[src/rtl/aoc_params.svh]
/*
  constants for the converter output configuration register bank:
  register addresses, field positions, codes and serial word layout.
  assumes inclusion by bare name from the design files.
*/
`ifndef AOC_PARAMS_SVH
`define AOC_PARAMS_SVH
`define AOC_ADDR_RESET      7'h00
`define AOC_ADDR_TIMING     7'h02
`define AOC_ADDR_DRIVER     7'h03
`define AOC_ADDR_FORMAT     7'h04
`define AOC_RESET_VAL       8'h00
`define AOC_SWRST_BIT       7
`define AOC_WORD_BITS       5'h10
`define AOC_CMD_BITS        5'h08
`define AOC_INV_BIT         3
`define AOC_PH_HI           2
`define AOC_PH_LO           1
`define AOC_DCS_BIT         0
`define AOC_CUR_HI          6
`define AOC_CUR_LO          4
`define AOC_TERM_BIT        3
`define AOC_OFF_BIT         2
`define AOC_FMT_HI          1
`define AOC_FMT_LO          0
`define AOC_TP_HI           5
`define AOC_TP_LO           3
`define AOC_ABP_BIT         2
`define AOC_OUTPUT_RANDOMIZER_ON_BIT        1
`define AOC_TWOS_BIT        0
`define AOC_TP_OFF          3'h0
`define AOC_TP_ZERO         3'h1
`define AOC_TP_ONE          3'h3
`define AOC_TP_CHECK        3'h5
`define AOC_TP_ALT          3'h7
`define AOC_CHECK_PAT       17'h15555
`define AOC_ALL_ONES        17'h1FFFF
`define AOC_ALL_ZERO        17'h00000
`define AOC_SIGN_BIT        16'h8000
`define AOC_ABP_MASK        16'hAAAA
`define AOC_SDO_IDLE        8'hFF
`endif

[src/rtl/aoc_pkg.sv]
/*
  types for the output configuration register bank.
  assumes aoc_params.svh supplies the numeric constants.
*/
package aoc_pkg;
  typedef enum logic [1:0] {
    AOC_FMT_FULL_CMOS = 2'b00,
    AOC_FMT_DDR_DIFF  = 2'b01,
    AOC_FMT_DDR_CMOS  = 2'b10,
    AOC_FMT_UNUSED    = 2'b11
  } aoc_format_type;
  typedef enum logic [1:0] {
    AOC_ST_IDLE  = 2'b00,
    AOC_ST_SHIFT = 2'b01,
    AOC_ST_DONE  = 2'b10
  } aoc_state_type;
endpackage

[src/rtl/aoc_config_regs.sv]
/*
  output configuration register bank with its serial configuration port.
  a 16-bit word per access: read/write flag, 7-bit address, 8 data bits.
  assumes the serial pins are asynchronous to clk and toggle slowly
  enough (several clk periods per level) to be oversampled.
*/
`timescale 1ns/1ps
`include "aoc_params.svh"
module aoc_config_regs (
  input  wire logic        clk,
  input  wire logic        rst_b,
  input  wire logic        cfg_sel_b,
  input  wire logic        cfg_sck,
  input  wire logic        cfg_sdi,
  output logic             cfg_sdo_o,
  output logic             cfg_sdo_oe,
  input  wire logic        enc_clk_in,
  input  wire logic        sample_valid,
  input  wire logic [15:0] sample_data,
  input  wire logic        sample_over,
  output logic             forwarded_output_clock,
  output logic [1:0]       out_clock_phase_delay,
  output logic             duty_cycle_stabilizer_on,
  output logic [2:0]       diff_driver_current,
  output logic             internal_termination_on,
  output logic             current_double,
  output aoc_pkg::aoc_format_type output_format_select,
  output logic             sleep_pulse,
  output logic [15:0]      data_out,
  output logic             overflow_output,
  output logic             data_out_en
);
  logic [1:0]  sel_sync_r;
  logic [2:0]  sck_sync_r;
  logic [1:0]  sdi_sync_r;
  logic [1:0]  enc_sync_r;
  aoc_pkg::aoc_state_type state_r;
  aoc_pkg::aoc_state_type state_nxt;
  logic [4:0]  count_r;
  logic [15:0] shift_r;
  logic [7:0]  rdata_r;
  logic        sdo_r;
  logic        sleep_r;
  logic [7:0]  timing_r;
  logic [7:0]  driver_r;
  logic [7:0]  format_r;
  logic        fwd_r;

  // the second stage of each synchroniser is read below, and the third sck stage for edge detection
  wire sel_b   = sel_sync_r[1];
  wire sck_s   = sck_sync_r[1];
  wire sck_rise = sck_s & ~sck_sync_r[2];
  wire sck_fall = ~sck_s & sck_sync_r[2];
  wire sel_act = ~sel_b;

  function automatic logic [7:0] reg_read(input logic [6:0] a, input logic [7:0] t,
                                          input logic [7:0] d, input logic [7:0] f);
    if (a == `AOC_ADDR_TIMING)      reg_read = t;
    else if (a == `AOC_ADDR_DRIVER) reg_read = d;
    else if (a == `AOC_ADDR_FORMAT) reg_read = f;
    else                            reg_read = `AOC_RESET_VAL;
  endfunction

  // frame decode, address in bits 14:8 after full word
  wire        word_done = (state_r == aoc_pkg::AOC_ST_SHIFT) && sck_rise && (count_r == `AOC_WORD_BITS - 5'h01);
  wire [15:0] word_w    = {shift_r[14:0], sdi_sync_r[1]};
  wire        wr_flag_n = ~word_w[15];
  wire [6:0]  word_addr = word_w[14:8];
  wire [7:0]  word_dat  = word_w[7:0];
  wire        do_write  = word_done & wr_flag_n;
  wire        wr_timing = do_write && (word_addr == `AOC_ADDR_TIMING);
  wire        wr_driver = do_write && (word_addr == `AOC_ADDR_DRIVER);
  wire        wr_format = do_write && (word_addr == `AOC_ADDR_FORMAT);
  wire        wr_swrst  = do_write && (word_addr == `AOC_ADDR_RESET) && word_dat[`AOC_SWRST_BIT];
  // read data loads once flag and address are in, ahead of the data bits
  wire        cmd_done  = (state_r == aoc_pkg::AOC_ST_SHIFT) && sck_rise && (count_r == `AOC_CMD_BITS - 5'h01);
  wire        rd_cmd    = cmd_done & shift_r[6];
  wire [6:0]  rd_addr   = word_w[6:0];

  always_comb begin
    state_nxt = state_r;
    case (state_r)
      aoc_pkg::AOC_ST_IDLE:  if (sel_act) state_nxt = aoc_pkg::AOC_ST_SHIFT;
      aoc_pkg::AOC_ST_SHIFT: begin
        if (!sel_act) state_nxt = aoc_pkg::AOC_ST_IDLE;
        else if (word_done) state_nxt = aoc_pkg::AOC_ST_DONE;
      end
      aoc_pkg::AOC_ST_DONE:  if (!sel_act) state_nxt = aoc_pkg::AOC_ST_IDLE; // extra edges ignored
      default:               state_nxt = aoc_pkg::AOC_ST_IDLE;
    endcase
  end

  always_ff @(posedge clk or negedge rst_b) begin
    if (!rst_b) begin
      sel_sync_r <= 2'h3;
      sck_sync_r <= 3'h0;
      sdi_sync_r <= 2'h0;
      enc_sync_r <= 2'h0;
    end else begin
      sel_sync_r <= {sel_sync_r[0], cfg_sel_b};
      sck_sync_r <= {sck_sync_r[1:0], cfg_sck};
      sdi_sync_r <= {sdi_sync_r[0], cfg_sdi};
      enc_sync_r <= {enc_sync_r[0], enc_clk_in};
    end
  end

  always_ff @(posedge clk or negedge rst_b) begin
    if (!rst_b) begin
      state_r <= aoc_pkg::AOC_ST_IDLE;
      count_r <= 5'h00;
      shift_r <= 16'h0000;
    end else begin
      state_r <= state_nxt;
      if (state_r != aoc_pkg::AOC_ST_SHIFT) begin
        count_r <= 5'h00;
      end else if (sck_rise) begin
        count_r <= count_r + 5'h01;
        shift_r <= word_w;
      end
    end
  end

  // readback shifts out msb first on falling edges, open drain;
  // idle ones keep sdo released during write frames
  always_ff @(posedge clk or negedge rst_b) begin
    if (!rst_b) begin
      rdata_r <= `AOC_SDO_IDLE;
      sdo_r   <= 1'b1;
    end else begin
      if (!sel_act) begin
        rdata_r <= `AOC_SDO_IDLE;
        sdo_r   <= 1'b1;
      end else if (rd_cmd) begin
        rdata_r <= reg_read(rd_addr, timing_r, driver_r, format_r);
      end else if (sck_fall && state_r == aoc_pkg::AOC_ST_SHIFT && count_r >= `AOC_CMD_BITS) begin
        sdo_r   <= rdata_r[7];
        rdata_r <= {rdata_r[6:0], 1'b1};
      end
    end
  end

  // software reset has priority over a same-word register write
  always_ff @(posedge clk or negedge rst_b) begin
    if (!rst_b) begin
      timing_r <= `AOC_RESET_VAL;
      driver_r <= `AOC_RESET_VAL;
      format_r <= `AOC_RESET_VAL;
      sleep_r  <= 1'b0;
    end else begin
      sleep_r <= wr_swrst;
      if (wr_swrst) begin
        timing_r <= `AOC_RESET_VAL;
        driver_r <= `AOC_RESET_VAL;
        format_r <= `AOC_RESET_VAL;
      end else begin
        if (wr_timing) timing_r <= word_dat;
        if (wr_driver) driver_r <= word_dat;
        if (wr_format) format_r <= word_dat;
      end
    end
  end

  // forwarded clock follows the encode clock; the fine phase delay itself
  // is analog and is only signalled out as a code
  always_ff @(posedge clk or negedge rst_b) begin
    if (!rst_b) begin
      fwd_r <= 1'b0;
    end else begin
      fwd_r <= enc_sync_r[1] ^ timing_r[`AOC_INV_BIT];
    end
  end

  // bits 7:4 of timing are never decoded
  assign forwarded_output_clock   = fwd_r;
  assign out_clock_phase_delay    = timing_r[`AOC_PH_HI:`AOC_PH_LO];
  assign duty_cycle_stabilizer_on = timing_r[`AOC_DCS_BIT];
  assign diff_driver_current      = driver_r[`AOC_CUR_HI:`AOC_CUR_LO];
  assign internal_termination_on  = driver_r[`AOC_TERM_BIT];
  assign current_double           = driver_r[`AOC_TERM_BIT];
  assign output_format_select     = aoc_pkg::aoc_format_type'(driver_r[`AOC_FMT_HI:`AOC_FMT_LO]);
  assign sleep_pulse              = sleep_r;
  assign cfg_sdo_o                = 1'b0;
  assign cfg_sdo_oe               = ~sdo_r;

  aoc_data_path u_data_path (
    .clk                    (clk),
    .rst_b                  (rst_b),
    .sample_valid           (sample_valid),
    .sample_data            (sample_data),
    .sample_over            (sample_over),
    .test_pattern_select    (format_r[`AOC_TP_HI:`AOC_TP_LO]),
    .alternate_bit_polarity (format_r[`AOC_ABP_BIT]),
    .output_randomizer_on   (format_r[`AOC_OUTPUT_RANDOMIZER_ON_BIT]),
    .twos_complement_coding (format_r[`AOC_TWOS_BIT]),
    .outputs_disable        (driver_r[`AOC_OFF_BIT]),
    .data_out               (data_out),
    .overflow_output        (overflow_output),
    .data_out_en            (data_out_en)
  );

  // register writes land one cycle after the sixteenth serial clock rise
  a_write_timing : assert property (@(posedge clk) disable iff (!rst_b)
    wr_timing && !wr_swrst
    |=> timing_r == $past(word_dat))
    else $error("timing register not written");

  a_write_driver : assert property (@(posedge clk) disable iff (!rst_b)
    wr_driver && !wr_swrst
    |=> driver_r == $past(word_dat))
    else $error("output mode register not written");

  a_write_format : assert property (@(posedge clk) disable iff (!rst_b)
    wr_format && !wr_swrst
    |=> format_r == $past(word_dat))
    else $error("data format register not written");

  a_read_keeps : assert property (@(posedge clk) disable iff (!rst_b)
    word_done && !wr_flag_n
    |=> $stable(timing_r) && $stable(driver_r) && $stable(format_r))
    else $error("read changed a register");

  a_unmapped_keep : assert property (@(posedge clk) disable iff (!rst_b)
    word_done && !wr_timing && !wr_driver && !wr_format && !wr_swrst
    |=> $stable(timing_r) && $stable(driver_r) && $stable(format_r))
    else $error("unmapped word changed a register");

  // a frame cut short by the select going high must write nothing
  a_abort_nowrite : assert property (@(posedge clk) disable iff (!rst_b)
    state_r == aoc_pkg::AOC_ST_SHIFT && !sel_act && !word_done
    |=> $stable(timing_r) && $stable(driver_r) && $stable(format_r))
    else $error("cut frame changed a register");

  a_done_ignore : assert property (@(posedge clk) disable iff (!rst_b)
    state_r == aoc_pkg::AOC_ST_DONE
    |=> $stable(timing_r) && $stable(driver_r) && $stable(format_r))
    else $error("extra serial clocks changed a register");

  a_sdo_release : assert property (@(posedge clk) disable iff (!rst_b)
    !sel_act
    |=> !cfg_sdo_oe)
    else $error("sdo pulled low outside a frame");

  a_swrst_clear : assert property (@(posedge clk) disable iff (!rst_b)
    wr_swrst
    |=> timing_r == `AOC_RESET_VAL && driver_r == `AOC_RESET_VAL && format_r == `AOC_RESET_VAL)
    else $error("software reset left a register set");

  a_sleep_pulse : assert property (@(posedge clk) disable iff (!rst_b)
    wr_swrst
    |=> sleep_pulse ##1 !sleep_pulse)
    else $error("sleep pulse not one cycle long");

  a_clk_invert : assert property (@(posedge clk) disable iff (!rst_b)
    $stable(timing_r)
    |=> fwd_r == ($past(enc_sync_r[1]) ^ $past(timing_r[`AOC_INV_BIT])))
    else $error("forwarded clock polarity wrong");

  a_phase_code : assert property (@(posedge clk) disable iff (!rst_b)
    wr_timing && !wr_swrst
    |=> out_clock_phase_delay == $past(word_dat[`AOC_PH_HI:`AOC_PH_LO]))
    else $error("phase delay code not taken");

  a_dcs_bit : assert property (@(posedge clk) disable iff (!rst_b)
    wr_timing && !wr_swrst
    |=> duty_cycle_stabilizer_on == $past(word_dat[`AOC_DCS_BIT]))
    else $error("stabilizer bit not taken");

  // a write that only touches bits 7:4 must leave every timing output alone
  a_upper_ignored : assert property (@(posedge clk) disable iff (!rst_b)
    wr_timing && !wr_swrst && word_dat[`AOC_INV_BIT:`AOC_DCS_BIT] == timing_r[`AOC_INV_BIT:`AOC_DCS_BIT]
    |=> $stable(out_clock_phase_delay) && $stable(duty_cycle_stabilizer_on) && $stable(timing_r[`AOC_INV_BIT]))
    else $error("unused timing bits had an effect");

  a_current_code : assert property (@(posedge clk) disable iff (!rst_b)
    wr_driver && !wr_swrst
    |=> diff_driver_current == $past(word_dat[`AOC_CUR_HI:`AOC_CUR_LO]))
    else $error("driver current code not taken");

  a_term_double : assert property (@(posedge clk) disable iff (!rst_b)
    wr_driver && !wr_swrst
    |=> internal_termination_on == $past(word_dat[`AOC_TERM_BIT]) && current_double == internal_termination_on)
    else $error("termination or current doubling wrong");

  a_format_code : assert property (@(posedge clk) disable iff (!rst_b)
    wr_driver && !wr_swrst
    |=> output_format_select == $past(word_dat[`AOC_FMT_HI:`AOC_FMT_LO]))
    else $error("output format code not taken");

  a_disable_out : assert property (@(posedge clk) disable iff (!rst_b)
    driver_r[`AOC_OFF_BIT] ##1 driver_r[`AOC_OFF_BIT]
    |-> !data_out_en)
    else $error("outputs driven while disabled");

  c_write : cover property (@(posedge clk) disable iff (!rst_b) wr_driver);
  c_read : cover property (@(posedge clk) disable iff (!rst_b) rd_cmd);
  c_swrst : cover property (@(posedge clk) disable iff (!rst_b) wr_swrst);
  c_abort : cover property (@(posedge clk) disable iff (!rst_b) state_r == aoc_pkg::AOC_ST_SHIFT && !sel_act);
endmodule

[src/rtl/aoc_data_path.sv]
/*
  output data path: coding, test patterns, randomizer, output enable.
  assumes sample_valid is a one-cycle strobe on clk per conversion result.
*/
`timescale 1ns/1ps
`include "aoc_params.svh"
module aoc_data_path (
  input  wire logic        clk,
  input  wire logic        rst_b,
  input  wire logic        sample_valid,
  input  wire logic [15:0] sample_data,
  input  wire logic        sample_over,
  input  wire logic [2:0]  test_pattern_select,
  input  wire logic        alternate_bit_polarity,
  input  wire logic        output_randomizer_on,
  input  wire logic        twos_complement_coding,
  input  wire logic        outputs_disable,
  output logic      [15:0] data_out,
  output logic             overflow_output,
  output logic             data_out_en
);
  logic        phase_r;
  logic [16:0] word_r;
  logic        en_r;
  wire         twos_eff   = twos_complement_coding & ~alternate_bit_polarity;
  wire  [15:0] coded      = twos_eff ? (sample_data ^ `AOC_SIGN_BIT) : sample_data;
  // randomizer: lsb xor into upper bits, reversible by the receiver
  wire  [15:0] output_randomizer_on_d     = {coded[15:1] ^ {15{coded[0]}}, coded[0]};
  wire  [15:0] rnd        = output_randomizer_on ? output_randomizer_on_d : coded;
  // alternate bit polarity inverts odd bits to cut supply coupling
  wire  [15:0] abp_d      = alternate_bit_polarity ? (rnd ^ `AOC_ABP_MASK) : rnd;
  wire  [16:0] conv_w     = {sample_over, abp_d};
  wire  [16:0] check_w    = phase_r ? ~`AOC_CHECK_PAT : `AOC_CHECK_PAT;
  wire  [16:0] alt_w      = phase_r ? `AOC_ALL_ONES : `AOC_ALL_ZERO;
  wire  [16:0] word_nxt   = (test_pattern_select == `AOC_TP_ZERO)  ? `AOC_ALL_ZERO :
                            (test_pattern_select == `AOC_TP_ONE)   ? `AOC_ALL_ONES :
                            (test_pattern_select == `AOC_TP_CHECK) ? check_w :
                            (test_pattern_select == `AOC_TP_ALT)   ? alt_w :
                            conv_w;
  always_ff @(posedge clk or negedge rst_b) begin
    if (!rst_b) begin
      phase_r <= 1'b0;
      word_r  <= 17'h00000;
      en_r    <= 1'b0;
    end else begin
      en_r <= ~outputs_disable;
      if (sample_valid) begin
        phase_r <= ~phase_r;
        word_r  <= word_nxt;
      end
    end
  end
  assign data_out        = word_r[15:0];
  assign overflow_output = word_r[16];
  assign data_out_en     = en_r;
  a_check_alt : assert property (@(posedge clk) disable iff (!rst_b)
    sample_valid && test_pattern_select == `AOC_TP_CHECK |=> word_r == $past(check_w))
    else $error("checkerboard word wrong");
  // samples are spaced apart, so the flip is checked against the phase bit
  a_alt_flip : assert property (@(posedge clk) disable iff (!rst_b)
    sample_valid && test_pattern_select == `AOC_TP_ALT
    |=> (word_r == `AOC_ALL_ZERO || word_r == `AOC_ALL_ONES) && word_r[0] == $past(phase_r)
        && phase_r != $past(phase_r))
    else $error("alternating pattern did not flip");
  a_zero_pat : assert property (@(posedge clk) disable iff (!rst_b)
    sample_valid && test_pattern_select == `AOC_TP_ZERO |=> word_r == `AOC_ALL_ZERO)
    else $error("zero pattern wrong");
  a_abp_offset : assert property (@(posedge clk) disable iff (!rst_b)
    sample_valid && test_pattern_select == `AOC_TP_OFF && alternate_bit_polarity && !output_randomizer_on
    |=> data_out == ($past(sample_data) ^ `AOC_ABP_MASK))
    else $error("abp did not force offset binary");
  a_twos_code : assert property (@(posedge clk) disable iff (!rst_b)
    sample_valid && test_pattern_select == `AOC_TP_OFF && twos_complement_coding && !alternate_bit_polarity
    && !output_randomizer_on |=> data_out == ($past(sample_data) ^ `AOC_SIGN_BIT))
    else $error("twos complement coding wrong");
  a_out_off : assert property (@(posedge clk) disable iff (!rst_b)
    outputs_disable |=> !data_out_en)
    else $error("outputs still driven when disabled");
  c_check : cover property (@(posedge clk) disable iff (!rst_b)
    sample_valid && test_pattern_select == `AOC_TP_CHECK);
endmodule

[config.mk]
export PLATFORM = sky130hd
export DESIGN_NAME = aoc_config_regs
export DESIGN_NICKNAME = d
export VERILOG_FILES = /design/src/rtl/aoc_pkg.sv /design/src/rtl/aoc_config_regs.sv /design/src/rtl/aoc_data_path.sv
export VERILOG_INCLUDE_DIRS = /design/src /design/src/rtl
export SDC_FILE = /design/constraint.sdc
export NUM_CORES = 1
export LEC_CHECK = 0
export BUFFER_PORTS_ARGS = -buffer_cell sky130_fd_sc_hd__clkbuf_2
export CAP_MARGIN = 20
export CORE_MARGIN = 3
export CORE_UTILIZATION = 61
export DETAILED_ROUTE_END_ITERATION = 7
export GPL_ROUTABILITY_DRIVEN = 0
export HOLD_SLACK_MARGIN = 0.1
export PLACE_DENSITY = 0.84
export SLEW_MARGIN = 20
export SYNTH_ARGS = -nofsm -noshare
export SYNTH_HDL_FRONTEND = slang
export SYNTH_SLANG_ARGS = --single-unit
[constraint.sdc]
create_clock -name clk -period 4.4 [get_ports clk]
set_clock_uncertainty 0.05 [all_clocks]
set_input_delay 0.22 -clock clk [delete_from_list [all_inputs] [get_ports clk]]
set_output_delay 0.22 -clock clk [all_outputs]
set_load 0.02 [all_outputs]
==> impl_metrics.tcl <==
set metrics [dict create \
    p_comb_frac 0.109 \
    setup.worst_path.class "reg2reg" \
    timing.final.hold_violations 0 \
    fmax_mhz 385.6 \
    worstPathArrival_ps 2760 \
    grt_setup_unrepaired "false" \
    syn-cell-area_sq_um 3993 \
    synth-edff-count 0 \
    path_cells "and4bb_1 > nand2_4 > nor4_4 > and3b_1 > nor2_1" \
    drv_slew 0 \
    cp-end-kind "flop" \
    p_sw_mw 0.4693 \
    synthFlopType "dfrtp_1" \
    setup_viol 0 \
    core_sq_um 6131 \
    worstPathRequired_ps 4570 \
    grt_pass1_wl_um 12920 \
    synthArstFlopShare 1.000 \
    final_cell_mix "dfrtp_1 (74), clkbuf_2 (53), nor2_1 (34)" \
    postCtsSetupBuffers 0 \
    status "completed" \
    slowest_delay_ps 880 \
    vias 2679 \
    cts_resized 0 \
    root_buffer "clkbuf_8" \
    path_max_fanout 19 \
    synth-warning-count 0 \
    power.share.switching 0.2613 \
    clk_pin_slew_ps 80 \
    avgSynthCellArea_sq_um 11.41 \
    synthDistinctLibCells 50 \
    finalSetupTns_ps 0 \
    crit_buf_inv 0 \
    worst_pin_slew_ps 900.8 \
    min_period_over_period 0.5894 \
    grt_max_degree 86 \
    fp-row-count 28 \
    io_buffers 54 \
    hold_path_class "in2reg" \
    p_per_area_nw_per_um2 397.6 \
    setup_slack_ps 1807 \
    max_slew_margin 0.3995 \
    pwr-share-clk 0.369 \
    cts_max_path_buffers 2 \
    routed_wl_um 7573 \
    cts.sinks 85 \
    nets 423 \
    ir_drop_uv 384.4 \
    pre_cts_ws_ps 1820 \
    placed_area_sq_um 4190 \
    cts_tree "built" \
    p_int_mw 1.327 \
    wl_per_cell_um 15.91 \
    grt_pass1_vias 2759 \
    die_w_um 86.90 \
    antenna_found_initial 0 \
    viasPerCell 5.628 \
    critPathTopFamily "simple AND/OR/NAND/NOR gates" \
    die_area_sq_um 7552 \
    track_usage 0.2213 \
    drc 0 \
    fillCellCount 422 \
    syn_inst 350 \
    syn_nets 377 \
    min_period_ps 2593 \
    crit_slowest_cell "and4bb_1" \
    synth-seq-cells 85 \
    io_pins 56 \
    worst_setup_path_start_kind "flop" \
    hold_buffers 6 \
    cts_max_level 3 \
    drive_gt1_frac 0.2793 \
    ant_nets 0 \
    design_area_sq_um 4518 \
    final_common_cell "dfrtp_1" \
    p_leak_nw 2.241 \
    hpwlAfterDp_um 5058 \
    cts_buffers 9 \
    antennaDiodeCount 0 \
    clk_latency_ps 360 \
    chipHeight_um 86.90 \
    first_pass_iters 4 \
    first_iter_violations 203 \
    syn_to_final_growth_pct 13.16 \
    seqPwrFrac 0.522 \
    yosysSeqAreaShare 0.5362 \
    maxCapViolCount 0 \
    grt_overflow 0 \
    start_util 0.6512 \
    utilization 0.7369 \
]
[registers in the layout, summed over array words and instances, names as in the netlist]
signal	flops
sel_sync_r	2
sdo_r	1
shift_r	15
u_data_path.word_r	17
sleep_pulse	1
u_data_path.phase_r	1
sdi_sync_r	2
u_data_path.data_out_en	1
format_r	8
forwarded_output_clock	1
state_r	2
sck_sync_r	3
count_r	5
rdata_r	8
enc_sync_r	2
timing_r	8
driver_r	8
[worst register-to-register path, cell delays in order, from the launching register on]
cell	delay, ps
dfrtp_1	390
and4bb_1	880
nand2_4	110
nor4_4	280
and3b_1	610
nor2_1	130
[cell type report]
class / count / area, sq um / share of cell area
flip-flops and latches: 85 / 2141 / 0.4738
multi-input cells: 215 / 1593 / 0.3525
repair buffers: 61 / 352.8 / 0.07809
clock inverters: 6 / 110.1 / 0.02437
well taps: 75 / 93.84 / 0.02077
clock buffers: 10 / 137.6 / 0.03046
inverters: 24 / 90.09 / 0.01994
[kinds of logic (layout without fill, tap and decap cells)]
family          Yosys count  count (layout)  share of synthesized area
simple gates             77              77                     0.1084
mux                      32              32                    0.08524
flops                    85              85                     0.5362
buf+inv                  50             101                    0.06487
xor+xnor                 23              23                    0.05045
other cells               1               1                  0.0009392
compound gates           79              79                     0.1445
fa+ha+maj                 3               3                   0.009402
[final timing paths]
check | startpoint | to | slack (ps) | cells past startpoint
max | sck_sync_r[2] | driver_r[2] | 1810 | 5
min | sample_data[3] | u_data_path.word_r[3] | 130 | 3
max reg2reg | sck_sync_r[2] | driver_r[2] | 1810 | 5
min reg2reg | enc_sync_r[0] | enc_sync_r[1] | 300 | 0
max in group asynchronous | rst_b | sel_sync_r[1] | 3280 | 3
min in group asynchronous | rst_b | u_data_path.word_r[2] | 350 | 2
[stage by stage]
step	hold slack, ps	power, mW	instances
after CTS	126.0	1.804	475
after global placement	260.1	1.128	453
final	131.2	1.796	476
after global routing	134.3	1.873	476
after detailed placement	261.7	1.137	453
after floorplan	-125.6	1.053	350
[power by group through the flow]
stage	sequential, mW	clock [mW]	combinational, mW
after detailed placement	0.948	0	0.190
after floorplan	0.927	0	0.126
after global placement	0.943	0	0.185
after CTS	0.934	0.674	0.196
final	0.937	0.663	0.196
after global routing	0.946	0.709	0.217
[routing by layer]
metal | vias up | global-route usage | part of all wire
met4 | 0 | 0.08640 | 0.019
met3 | 14 | 0.06339 | 0.054
met1 | 1292 | 0.2806 | 0.45
met5 | - | 0 | 0
met2 | 79 | 0.3596 | 0.48
li1 | 1294 | - | -
[synthesized netlist by cell type (2+ instances only)]
cell / number / area share
nand3_1: 2 / 0.0025
nor2_1: 34 / 0.032
buf_2: 3 / 0.0038
buf_6: 4 / 0.011
dfrtp_1: 74 / 0.46
o21ai_0: 17 / 0.021
a21oi_2: 4 / 0.0088
a2bb2oi_1: 7 / 0.015
inv_1: 24 / 0.023
buf_4: 10 / 0.019
xor2_1: 12 / 0.026
xnor2_1: 11 / 0.024
a22o_1: 9 / 0.020
a211oi_1: 2 / 0.0038
dfstp_2: 11 / 0.072
mux2i_1: 16 / 0.040
o21a_1: 8 / 0.015
or2b_1: 2 / 0.0038
clkbuf_1: 9 / 0.0085
and2_1: 2 / 0.0031
o221ai_1: 7 / 0.015
nor2b_1: 3 / 0.0047
mux2_2: 16 / 0.045
nand2_1: 15 / 0.014
o21bai_1: 7 / 0.013
ha_1: 3 / 0.0094
o211ai_1: 10 / 0.019
a21oi_1: 5 / 0.0063
nand2_4: 2 / 0.0056
Power figures use the tool's default switching activity.
